$ cat src/verilog/coarse_phase_pkg.sv
// Constants and types for the per-output coarse phase adjuster
package coarse_phase_pkg;
  localparam int DIV_W = 32;               // Divider and width fields
  localparam int ADJ_W = 34;               // Signed shift, -2^33 to 2^33-1
  localparam int CNT_W = 35;               // Phase counter, holds extended halves
  localparam logic [31:0] MIN_HALF = 32'h0000_0002; // Least half length
  localparam logic [31:0] DIV_RST = 32'h0000_000A;  // Divider reset value
  localparam logic [31:0] HIGH_RST = 32'h0000_0000; // Balanced at reset
  localparam logic [2:0] REG_DIV = 3'h0;   // Divider value
  localparam logic [2:0] REG_HIGH = 3'h1;  // Pulse high width
  localparam logic [2:0] REG_ADJ_LO = 3'h2; // Shift low 32 bits
  localparam logic [2:0] REG_ADJ_HI = 3'h3; // Shift bits 33:32, write triggers
  localparam logic [2:0] REG_BUF = 3'h4;   // Buffer configuration
  localparam logic [2:0] REG_STAT = 3'h5;  // Status
  localparam int BUF_DIFF = 0;             // 1: differential mode
  localparam int BUF_INV = 1;              // 1: complement pad inverted
  localparam int BUF_SWING = 2;            // Swing code, two bits
  localparam int BUF_IMP = 4;              // Impedance code, two bits
  localparam int BUF_SUP = 6;              // Supply code, three bits
  localparam int BUF_CM = 9;               // Common-mode code, three bits
  localparam int BUF_W = 12;               // Buffer field width
  localparam logic [11:0] BUF_RST = 12'h0_003; // Differential, inverted
  typedef enum logic [1:0] {
    PH_HIGH = 2'b01,
    PH_LOW = 2'b10
  } phase_t;
endpackage

$ cat src/verilog/output_coarse_phase_adjust.sv
// One output stage: integer divider, coarse phase shift, buffer config
`timescale 1ns/1ps
`default_nettype none
module output_coarse_phase_adjust
  import coarse_phase_pkg::*;
(
  input wire logic clock, // Source divider clock
  input wire logic rst,
  input wire logic [2:0] addr,
  input wire logic [31:0] wdata,
  input wire logic wr,
  input wire logic rd,
  output logic [31:0] rdata,
  output logic true_pad,
  output logic complement_pad,
  output logic diff_mode,
  output logic [1:0] swing_select,
  output logic [1:0] impedance_select,
  output logic [2:0] pad_supply_select,
  output logic [2:0] common_mode_select
);
  logic [DIV_W-1:0] div_r;             // Integer divide value
  logic [DIV_W-1:0] high_r;            // Pulse high width, zero balanced
  logic [31:0] adj_lo_r;               // Staged low shift bits
  logic signed [ADJ_W-1:0] adj_r;      // Pending shift
  logic pend_r;                        // Shift waiting for boundary
  logic [BUF_W-1:0] buf_r;             // Buffer configuration
  phase_t ph_r;                        // Current half
  logic [CNT_W-1:0] cnt_r;             // Cycles left in half
  logic [CNT_W-1:0] hi_len_r, lo_len_r; // Lengths of period in progress
  logic [CNT_W-1:0] hi_plain, lo_plain, hi_shift, lo_shift;
  logic out_r;                         // Divided clock
  logic [31:0] applied_r;              // Count of shifts applied
  logic boundary;                      // Last cycle of a period

  // Plain split, used when no shift is pending
  shift_split u_plain (
    .div_value(div_r),
    .high_width(high_r),
    .shift('0),
    .high_len(hi_plain),
    .low_len(lo_plain)
  );
  // Shifted split for the one period that takes the request
  shift_split u_shift (
    .div_value(div_r),
    .high_width(high_r),
    .shift(adj_r),
    .high_len(hi_shift),
    .low_len(lo_shift)
  );

  // Register writes
  always_ff @(posedge clock or posedge rst) begin
    if (rst) begin
      div_r <= DIV_RST;
      high_r <= HIGH_RST;
      adj_lo_r <= '0;
      buf_r <= BUF_RST;
    end else if (wr) begin
      unique case (addr)
        REG_DIV: div_r <= wdata;
        REG_HIGH: high_r <= wdata;
        REG_ADJ_LO: adj_lo_r <= wdata;
        REG_BUF: buf_r <= wdata[BUF_W-1:0];
        default: ;
      endcase
    end
  end

  // Pending request; a new write at the boundary wins over the consume
  always_ff @(posedge clock or posedge rst) begin
    if (rst) begin
      pend_r <= 1'b0;
      adj_r <= '0;
    end else if (wr && addr == REG_ADJ_HI) begin
      pend_r <= 1'b1;
      adj_r <= {wdata[1:0], adj_lo_r};
    end else if (boundary) begin
      pend_r <= 1'b0;
    end
  end

  assign boundary = (ph_r == PH_LOW) && (cnt_r <= CNT_W'(1));

  // Divider state: count out high then low halves
  // Lengths are latched at each boundary, so a register write in mid
  // period never tears the half already being counted out.
  // A shift therefore always waits for the next rising edge.
  always_ff @(posedge clock or posedge rst) begin
    if (rst) begin
      ph_r <= PH_HIGH;
      cnt_r <= CNT_W'(1);
      hi_len_r <= CNT_W'(MIN_HALF);
      lo_len_r <= CNT_W'(MIN_HALF);
      out_r <= 1'b0;
      applied_r <= '0;
    end else begin
      unique case (ph_r)
        PH_HIGH: begin
          if (cnt_r <= CNT_W'(1)) begin
            ph_r <= PH_LOW;
            cnt_r <= lo_len_r;
            out_r <= 1'b0;
          end else begin
            cnt_r <= cnt_r - CNT_W'(1);
          end
        end
        PH_LOW: begin
          if (boundary) begin
            ph_r <= PH_HIGH;
            out_r <= 1'b1;
            if (pend_r) begin
              hi_len_r <= hi_shift;
              lo_len_r <= lo_shift;
              cnt_r <= hi_shift;
              applied_r <= applied_r + 32'h0000_0001;
            end else begin
              hi_len_r <= hi_plain;
              lo_len_r <= lo_plain;
              cnt_r <= hi_plain;
            end
          end else begin
            cnt_r <= cnt_r - CNT_W'(1);
          end
        end
      endcase
    end
  end

  // Read data, one cycle after the strobe
  always_ff @(posedge clock or posedge rst) begin
    if (rst) begin
      rdata <= '0;
    end else if (rd) begin
      unique case (addr)
        REG_DIV: rdata <= div_r;
        REG_HIGH: rdata <= high_r;
        REG_ADJ_LO: rdata <= adj_lo_r;
        REG_ADJ_HI: rdata <= {30'h0000_0000, adj_r[ADJ_W-1:32]};
        REG_BUF: rdata <= {20'h0_0000, buf_r};
        REG_STAT: rdata <= {applied_r[29:0], out_r, pend_r};
        default: rdata <= '0;
      endcase
    end else begin
      rdata <= '0;
    end
  end

  // Pads; both carry the clock, complement optionally inverted
  always_ff @(posedge clock or posedge rst) begin
    if (rst) begin
      true_pad <= 1'b0;
      complement_pad <= 1'b0;
    end else begin
      true_pad <= out_r;
      complement_pad <= (buf_r[BUF_DIFF] | buf_r[BUF_INV]) ? ~out_r : out_r;
    end
  end

  assign diff_mode = buf_r[BUF_DIFF];
  assign swing_select = buf_r[BUF_SWING +: 2];
  assign impedance_select = buf_r[BUF_IMP +: 2];
  assign pad_supply_select = buf_r[BUF_SUP +: 3];
  assign common_mode_select = buf_r[BUF_CM +: 3];
endmodule // output_coarse_phase_adjust
`default_nettype wire

$ cat src/verilog/shift_split.sv
// Splits a signed shift between high and low halves (pulse mode: all on low) with clamping
`timescale 1ns/1ps
`default_nettype none
module shift_split
  import coarse_phase_pkg::*;
(
  input wire logic [DIV_W-1:0] div_value,
  input wire logic [DIV_W-1:0] high_width,
  input wire logic signed [ADJ_W-1:0] shift,
  output logic [CNT_W-1:0] high_len,
  output logic [CNT_W-1:0] low_len
);
  // Signed arithmetic wide enough for any sum
  logic signed [CNT_W+1:0] base_hi, base_lo, add_hi, add_lo, new_hi, new_lo;

  // Clamp a half to the least length
  function automatic logic [CNT_W-1:0] clamp(input logic signed [CNT_W+1:0] v);
    if (v < $signed({5'h00, MIN_HALF}))
      clamp = CNT_W'(MIN_HALF);
    else
      clamp = v[CNT_W-1:0];
  endfunction

  // Base halves then share of the shift
  always_comb begin
    if (high_width == '0) begin
      base_hi = $signed({5'h00, div_value - (div_value >> 1)});
      base_lo = $signed({5'h00, div_value >> 1});
      add_hi = (CNT_W+2)'(shift >>> 1) + (CNT_W+2)'(shift[0]);
      add_lo = (CNT_W+2)'(shift >>> 1);
    end else begin
      base_hi = $signed({5'h00, high_width});
      base_lo = $signed({5'h00, div_value - high_width});
      add_hi = '0;
      add_lo = (CNT_W+2)'(shift);
    end
    new_hi = base_hi + add_hi;
    new_lo = base_lo + add_lo;
    high_len = clamp(new_hi);
    low_len = clamp(new_lo);
  end
endmodule // shift_split
`default_nettype wire
$ cat config.mk
export PLATFORM = sky130hd
export DESIGN_NAME = output_coarse_phase_adjust
export DESIGN_NICKNAME = d
export VERILOG_FILES = /design/src/verilog/coarse_phase_pkg.sv /design/src/verilog/output_coarse_phase_adjust.sv /design/src/verilog/shift_split.sv
export SDC_FILE = /design/constraint.sdc
export NUM_CORES = 1
export LEC_CHECK = 0
export ABC_CLOCK_PERIOD_IN_PS = 11400
export BUFFER_PORTS_ARGS = -buffer_cell sky130_fd_sc_hd__buf_2
export CAP_MARGIN = 20
export CORE_MARGIN = 3
export CORE_UTILIZATION = 28
export CTS_CLUSTER_SIZE = 14
export DETAILED_ROUTE_END_ITERATION = 10
export SYNTH_ARGS = -nofsm -noshare
export SYNTH_HDL_FRONTEND = slang
export SYNTH_SLANG_ARGS = --single-unit
$ cat constraint.sdc
create_clock -name clock -period 11.4 [get_ports clock]
set_clock_uncertainty 0.2 [all_clocks]
set_input_delay 2.85 -clock clock [delete_from_list [all_inputs] [get_ports clock]]
set_output_delay 2.85 -clock clock [all_outputs]
set_load 0.1 [all_outputs]
==> out/results.tsv, run 1 <==
stage	metric	value	unit
logic_synthesis	Adder-Cell Fraction of Synth Area	0.07786	
sta	Final Hold Slack	0.2831	ns
logic_synthesis	post-synth net total	2817	
logic_synthesis	YS warnings	0	
setup_path	Arr. time, crit path	8.73	ns
logic_synthesis	cells after synthesis	2645	
setup_path	WS Path Type	register to register	
floorplanning	area of the core	0.07645	mm²
setup_path	Critical Path End Type	register	
logic_synthesis	commonest register cell after synthesis	dfrtp_1	
setup_path	CP max stage cell	nor4_1	
sta	Final Hold Vio Count	0	
setup_path	worst path required time	11.66	ns
route	final wirelength	75030	µm
logic_synthesis	largest family of logic cells by synthesized area	compound AO/OA/AOI/OAI gates	
setup_path	reg2reg start	high_r[0]$_DFFE_PP0P_	
outcome	outcome	finished clean	
min_path	hold path endpoint	applied_r[29]$_DFFE_PP0P_	
setup_path	Top delay family on crit path	compound AO/OA/AOI/OAI gates	
clock_tree	# clock sinks	280	
sta	post-layout min period	8.464	ns
sta	RSZ-0062 raised after global routing	no	
sta	Least-Margin Pin Slew	1.138	ns
power	Total Power	5.328	mW
route	Post-DRT Antenna Nets	0	
clock_tree	H-tree levels	1	
setup_path	CP Max Fanout	76	
logic_synthesis	multiplexer share of the synthesized area	0.05198	
floorplanning	Initial Util	0.2846	
global_routing	global-route wire length before repair	115800	µm
power	leakage	10.29	nW
clock_tree	clock latency on the worst-skew pair	0.61	ns
sta	final setup fails	0	
global_routing	antenna violations before repair	0	
floorplanning	die height	284.8	µm
logic_synthesis	Synth Area in XOR/XNOR	0.06843	
place	Port Buffers	83	
route	via count	20050	
global_routing	global route total overflow	0	
place	pre-CTS setup slack	2.656	ns
global_routing	vias in the first global route	19300	
final_layout	area growth from synthesis to layout	11.74	%
place	GP Congestion	0.9591	
route	TritonRoute pass-1 iters	6	
global_routing	pin count of the biggest net entering global routing	89	
sta	crit share post-route	0.7425	
sta	Final Max Tran Viols	0	
global_routing	gr usage total	0.1789	
setup_path	worst reg2reg endpoint	lo_len_r[2]$_DFFE_PP0P_	
min_path	Hold Path Origin	applied_r[29]$_DFFE_PP0P_	
final_layout	# diodes	0	
clock_tree	Post-CTS Setup Repair Bufs	0	
clock_tree	post-cts resize count	0	
final_layout	layout cell share with drive strength beyond 1	0.1153	
floorplanning	full die area	0.08109	mm²
logic_synthesis	area share of and/or/nand/nor cells after synthesis	0.2032	
place	Cell Area, Placed	0.02326	mm²
floorplanning	Ports	84	
setup_path	r2r setup slk	2.94	ns
flow_run	MaxCap Viol Count	0	
final_layout	final non-filler cell total	3719	
place	dpl cells	3661	
route	initial DRC count	1593	
sta	max frequency	0.1181	GHz
logic_synthesis	ys async rst share	1.000	
clock_tree	Hold Buf Count CTS	0	
floorplanning	Die Wd	284.8	µm
setup_path	CP Buf/Inv Count	2	
clock_tree	CTS max path bufs	3	
sta	Fin Setup TNS	0	ns
power	P per Cell Area	219.1	mW/mm²
setup_path	R2R depth	25	
min_path	Hold Crit Depth	1	
setup_path	CP startpoint kind	register	
logic_synthesis	compound-cell area share of the yosys netlist	0.2300	
power	VDD IR-drop max	165.0	µV
route	Vias/cell	5.391	
final_layout	Finished Cell Area	0.02431	mm²
min_path	Hold WC Path Type	register to register	
logic_synthesis	Syn Std Cell Area	0.02176	mm²
clock_tree	TritonCTS clock tree	yes	
logic_synthesis	distinct cell type count of the synthesized netlist	83	
logic_synthesis	sequential share of the synthesized area	0.3224	
route	DRC Markers	0	
logic_synthesis	EDFF count, synth	0	
setup_path	max incr delay on CP	0.86	ns
floorplanning	Cell Rows	101	
logic_synthesis	Synth Area per Inst	8.226	µm²
clock_tree	root buffer selected by CTS	clkbuf_16	
clock_tree	Worst-path clk slew	0.06	ns
logic_synthesis	#FFs+latches synth	280	
sta	Slew headroom	0.2346	
sta	setup ws final	2.936	ns
final_layout	post-layout util	0.3180	
place	HPWL Detailed	59000	µm
final_layout	fin nets	2838	
clock_tree	cts bufs inserted	31	
route	WL/cell	20.18	µm
final cells by class:
cell class              instances  area, µm²
fillers                      8148      52140
clock buffers                  39      865.8
inverters                     117      446.7
flip-flops and latches        280       7015
clock inverters                17      151.4
repair buffers                127      765.7
well taps                    1030       1289
multi-input cells            2109      13780
sequential cells by signal, summed over array words and instances, names as in the netlist:
signal / count
ph_r: 2
buf_r: 12
complement_pad: 1
div_r: 32
true_pad: 1
cnt_r: 35
adj_r: 34
rdata: 32
applied_r: 30
out_r: 1
lo_len_r: 35
pend_r: 1
adj_lo_r: 32
high_r: 32
cell usage in the layout (no fill, tap or decap), types with 27 or more instances in the layout:
master,synthesis,layout
ha_1,129,129
nand4_1,42,42
nand3_1,70,69
xnor2_1,95,95
a221oi_1,31,31
nand2b_1,28,27
o21ai_0,236,236
clkbuf_16,0,31
a31oi_1,28,28
a21o_1,59,59
buf_4,10,42
and3_1,29,29
nor2_1,210,209
xor2_1,75,75
nor4_1,29,29
nand2_1,323,323
inv_1,116,115
a21oi_1,174,174
dfrtp_1,273,273
mux2_2,88,88
buf_2,4,83
nor3_1,56,54
a22oi_1,59,59
per-layer routing:
metal,wire (µm),global-route usage,vias up
met3,4365,0.01839,128
met2,34080,0.2886,651
met1,33810,0.2489,9635
li1,-,-,9636
met5,0,0,-
met4,2778,0.06237,0
cells in the mapped netlist, drive strengths merged (56+ instances only):
master	count	area, µm²
a22oi	59	442.9
ha	129	1614
o21ai	239	1196
a21oi	174	870.8
mux2	88	991.0
nor3	56	280.3
nor2	210	788.3
inv	116	435.4
clkbuf	113	424.2
nand2	324	1219
xor2	75	656.9
xnor2	95	832.1
a21o	59	442.9
nand3	71	360.3
dfrtp	273	6832
logic make-up after synthesis:
kind of cell,after synthesis
muxes,102
DFF,280
xor gates and xnor gates,170
buffers and inverters,256
and+or+nand+nor,922
AOI/OAI and AO/OA,782
adders and majority gates,133
how the worst max path moves through the flow:
stage                               end  depth (start not counted)  slack, ns                  start
6_report        lo_len_r[2]$_DFFE_PP0P_                         25       2.94  high_r[0]$_DFFE_PP0P_
5_1_grt        lo_len_r[22]$_DFFE_PP0P_                         25       2.68  high_r[0]$_DFFE_PP0P_
4_1_cts        lo_len_r[29]$_DFFE_PP0P_                         24       2.61  high_r[0]$_DFFE_PP0P_
3_5_place_dp    lo_len_r[7]$_DFFE_PP0P_                         24       2.66  high_r[0]$_DFFE_PP0P_
3_3_place_gp   lo_len_r[33]$_DFFE_PP0P_                         24       2.80  high_r[0]$_DFFE_PP0P_
2_1_floorplan   adj_lo_r[0]$_DFFE_PP0P_                          1       0.64                    rst
where the power goes:
part | internal (mW) | switching [mW] | leakage [nW]
Combinational | 1.09 | 1.78 | 6.39
Clock | 0.564 | 0.449 | 0.490
Sequential | 1.18 | 0.264 | 3.41
Total | 2.84 | 2.49 | 10.3
Note: power is estimated with default switching activity, not from simulation.
==> inputs of run 2 (changes only) <==
--- a/config.mk
+++ b/config.mk
@@ -5,7 +5,8 @@
 export SDC_FILE = /design/constraint.sdc
 export NUM_CORES = 1
 export LEC_CHECK = 0
-export ABC_CLOCK_PERIOD_IN_PS = 11400
+export ABC_AREA = 1
+export ABC_CLOCK_PERIOD_IN_PS = 7200
 export BUFFER_PORTS_ARGS = -buffer_cell sky130_fd_sc_hd__buf_2
 export CAP_MARGIN = 20
 export CORE_MARGIN = 3
==> constraint.sdc (replaced) <==
create_clock -name clock -period 7.2 [get_ports clock]
set_clock_uncertainty 0.2 [all_clocks]
set_input_delay 1.8 -clock clock [delete_from_list [all_inputs] [get_ports clock]]
set_output_delay 1.8 -clock clock [all_outputs]
set_load 0.1 [all_outputs]
==> out/results.tsv, run 2 <==
stage	metric	value	unit	change
power	Seq pwr share	0.254		-0.017
logic_synthesis	multiplexer share of the synthesized area	0		-0.05198
logic_synthesis	commonest register cell after synthesis	dfrtp_1		
sta	Final Hold Vio Count	0		unchanged
clock_tree	H-tree levels	2		+1
route	via count	22730		+13%
clock_tree	root buffer selected by CTS	clkbuf_16		
floorplanning	Ports	84		unchanged
logic_synthesis	EDFF count, synth	0		unchanged
final_layout	Finished Cell Area	0.02594	mm²	+6.7%
route	WL/cell	17.91	µm	-11%
power	Comb power frac	0.543		+0.004
clock_tree	cts bufs inserted	34		+9.7%
clock_tree	# clock sinks	280		unchanged
logic_synthesis	post-synth net total	3605		+28%
setup_path	CP Max Fanout	36		-53%
place	HPWL Detailed	65990	µm	+12%
logic_synthesis	sequential share of the synthesized area	0.3047		-0.01770
route	DRC Markers	0		unchanged
sta	crit share post-route	0.9157		+0.1732
min_path	Hold WC Path Type	register to register		
logic_synthesis	Synth top cells by count	nand2_1 (827), inv_1 (463), nor2_1 (350)		
power	switching fraction of total power	0.4849		+0.01734
final_layout	# diodes	0		unchanged
power	Cell Int Power	4.580	mW	+61%
route	Vias/cell	4.968		-7.8%
final_layout	layout cell share with drive strength beyond 1	0.09505		-0.02024
global_routing	pin count of the biggest net entering global routing	157		+76%
floorplanning	die height	292.7	µm	+2.8%
sta	post-layout min period	6.593	ns	-1.872 ns
clock_tree	Worst-path clk slew	0.06	ns	about the same
logic_synthesis	Synth Area per Inst	6.706	µm²	-18%
logic_synthesis	Adder-Cell Fraction of Synth Area	0.07359		-0.004274
floorplanning	Initial Util	0.2844		about the same
final_layout	Regs by FF count	cnt_r (35), lo_len_r (35), adj_r (34)		
power	leakage	12.96	nW	+26%
floorplanning	Die Wd	292.7	µm	+2.8%
floorplanning	area of the core	0.08094	mm²	+5.9%
clock_tree	CTS max path bufs	3		unchanged
global_routing	antenna violations before repair	0		unchanged
floorplanning	Cell Rows	104		+3.0%
setup_path	worst path required time	7.47	ns	-4.19 ns
logic_synthesis	#FFs+latches synth	280		unchanged
global_routing	global-route wire length before repair	127400	µm	+10%
flow_run	MaxCap Viol Count	0		unchanged
route	initial DRC count	1898		+19%
power	Switch Pwr	4.311	mW	+73%
setup_path	WS Path Type	register to register		
setup_path	CP max stage cell	o21ai_0		
final_layout	multi-input logic area	0.01371	mm²	-0.50%
route	Post-DRT Antenna Nets	0		unchanged
place	GP Congestion	0.9558		-0.34%
final_layout	area growth from synthesis to layout	12.66	%	
logic_synthesis	area share of and/or/nand/nor cells after synthesis	0.2970		+0.09379
logic_synthesis	compound-cell area share of the yosys netlist	0.1674		-0.06257
logic_synthesis	count leader, synth	nand2_1		
logic_synthesis	YS warnings	0		unchanged
sta	final setup fails	0		unchanged
logic_synthesis	Syn Std Cell Area	0.02302	mm²	+5.8%
logic_synthesis	top cell type's share of synthesized area	0.2967		-0.01723
final_layout	Seq. cell area	0.007015	mm²	unchanged
logic_synthesis	ys async rst share	1.000		unchanged
global_routing	vias in the first global route	21970		+14%
final_layout	leading cell type in the layout, fill and taps excluded	nand2_1		
setup_path	Arr. time, crit path	6.86	ns	-1.87 ns
final_layout	fin nets	3662		+29%
clock_tree	TritonCTS clock tree	yes		
clock_tree	clock latency on the worst-skew pair	0.57	ns	-0.04 ns
sta	Final Max Tran Viols	0		unchanged
logic_synthesis	Yosys top cell by area	dfrtp_1		
place	Port Buffers	83		unchanged
setup_path	Critical Path End Type	register		
logic_synthesis	distinct cell type count of the synthesized netlist	57		-31%
logic_synthesis	cells after synthesis	3433		+30%
logic_synthesis	Synth Area in XOR/XNOR	0.05592		-0.01251
logic_synthesis	largest family of logic cells by synthesized area	simple AND/OR/NAND/NOR gates		
floorplanning	full die area	0.08570	mm²	+5.7%
power	VDD IR-drop max	172.5	µV	+4.5%
route	final wirelength	81940	µm	+9.2%
place	Cell Area, Placed	0.02468	mm²	+6.1%
logic_synthesis	Synth area leaders	dfrtp_1 (30%), nand2_1 (13%), inv_1 (7.5%), ha_1 (7.0%), o21ai_0 (7.0%)		
route	TritonRoute pass-1 iters	5		-1
final_layout	commonest non-fill, non-tap cells in the layout	nand2_1 (823), inv_1 (460), nor2_1 (349), o21ai_0 (314), dfrtp_1 (273)		
outcome	outcome	finished clean		
power	P per Cell Area	342.8	mW/mm²	+56%
setup_path	max incr delay on CP	0.55	ns	-0.31 ns
sta	Final Hold Slack	0.2840	ns	+0.0008690 ns
setup_path	CP startpoint kind	register		
global_routing	global route total overflow	0		unchanged
sta	max frequency	0.1517	GHz	+28%
sta	Least-Margin Pin Slew	0.9705	ns	-0.1671 ns
final_layout	# fillers	8977		+10%
sta	Slew headroom	0.3530		+0.1184
global_routing	gr usage total	0.1881		+0.009221
power	clock power share	0.203		+0.013
==> run 2: routing by layer <==
| layer | vias to the layer above | track usage | routed length (µm) |
|---|---|---|---|
| met2 | 625 | 0.3159 | 38070 |
| met3 | 107 | 0.01896 | 4034 |
| met1 | 10640 | 0.2580 | 37610 |
| li1 | 11350 | - | - |
| met4 | 0 | 0.05064 | 2222 |
| met5 | - | 0 | 0 |
==> run 2: layout make-up <==
| cell class | instances | share of cell area |
|---|---|---|
| multi-input cells | 2551 | 0.5286 |
| flip-flops and latches | 280 | 0.2705 |
| inverters | 485 | 0.07038 |
| well taps | 1060 | 0.05114 |
| clock buffers | 45 | 0.03676 |
| repair buffers | 138 | 0.03546 |
| clock inverters | 15 | 0.007188 |
==> run 2: worst paths after layout <==
check                                  startpoint                        to  slack [ns]  depth (start not counted)
max in group asynchronous                     rst     adj_r[26]$_DFFE_PP0P_        4.73                          3
min in group asynchronous                     rst  applied_r[3]$_DFFE_PP0P_        1.18                          3
min reg2reg                 high_r[2]$_DFFE_PP0P_     high_r[2]$_DFFE_PP0P_        0.28                          2
max                        high_r[24]$_DFFE_PP0P_   lo_len_r[1]$_DFFE_PP1P_        0.61                         34
min                         high_r[2]$_DFFE_PP0P_     high_r[2]$_DFFE_PP0P_        0.28                          2
max reg2reg                high_r[24]$_DFFE_PP0P_   lo_len_r[1]$_DFFE_PP1P_        0.61                         34
==> run 2: power groups by stage <==
| stage | Clock (mW) | Sequential (mW) | Combinational [mW] |
|---|---|---|---|
| 2_1_floorplan | 0 | 2.29 | 3.35 |
| 3_5_place_dp | 0 | 2.28 | 4.71 |
| 5_1_grt | 1.90 | 2.31 | 5.39 |
| 3_3_place_gp | 0 | 2.27 | 4.73 |
| 4_1_cts | 1.85 | 2.25 | 4.74 |
| 6_report | 1.80 | 2.26 | 4.83 |
==> run 2: critical path, delay by kind of cell, from the launching register on <==
family	cells	cell delay, ns
buffers and inverters	9	1.52
AND/OR/NAND/NOR	16	2.36
flip-flops	1	0.40
adder cells (fa/ha/maj)	2	0.66
AO/OA/AOI/OAI	6	1.14
XOR/XNOR	1	0.20
==> run 2: repair_timing <==
item,4_1_cts,5_1_grt
buffers inserted,0,2
endpoints found under the hold margin,0,0
resized for setup,0,12
setup endpoints to repair,0,34
hold buffers,0,0
==> run 2: cells by family (layout without fill, tap and decap cells) <==
logic type	Yosys count	after routing
buf+inv	602	683
xor+xnor	147	147
fa+ha+maj	133	133
compound gates	699	699
flops	280	280
simple gates	1572	1572
==> run 2: metrics by stage <==
step / total power, mW / util / worst slack, ns / std cells / TNS (ns)
detailed placement: 6.996 / 0.3050 / 0.2847 / 4507 / 0
global placement: 7.004 / 0.3050 / 0.4085 / 4507 / 0
global route: 9.599 / 0.3204 / -0.004557 / 4574 / -0.007007
finish: 8.891 / 0.3204 / 0.6073 / 4574 / 0
floorplan: 5.641 / - / 0.7553 / 3433 / 0
CTS: 8.837 / 0.3191 / 0.2504 / 4567 / 0
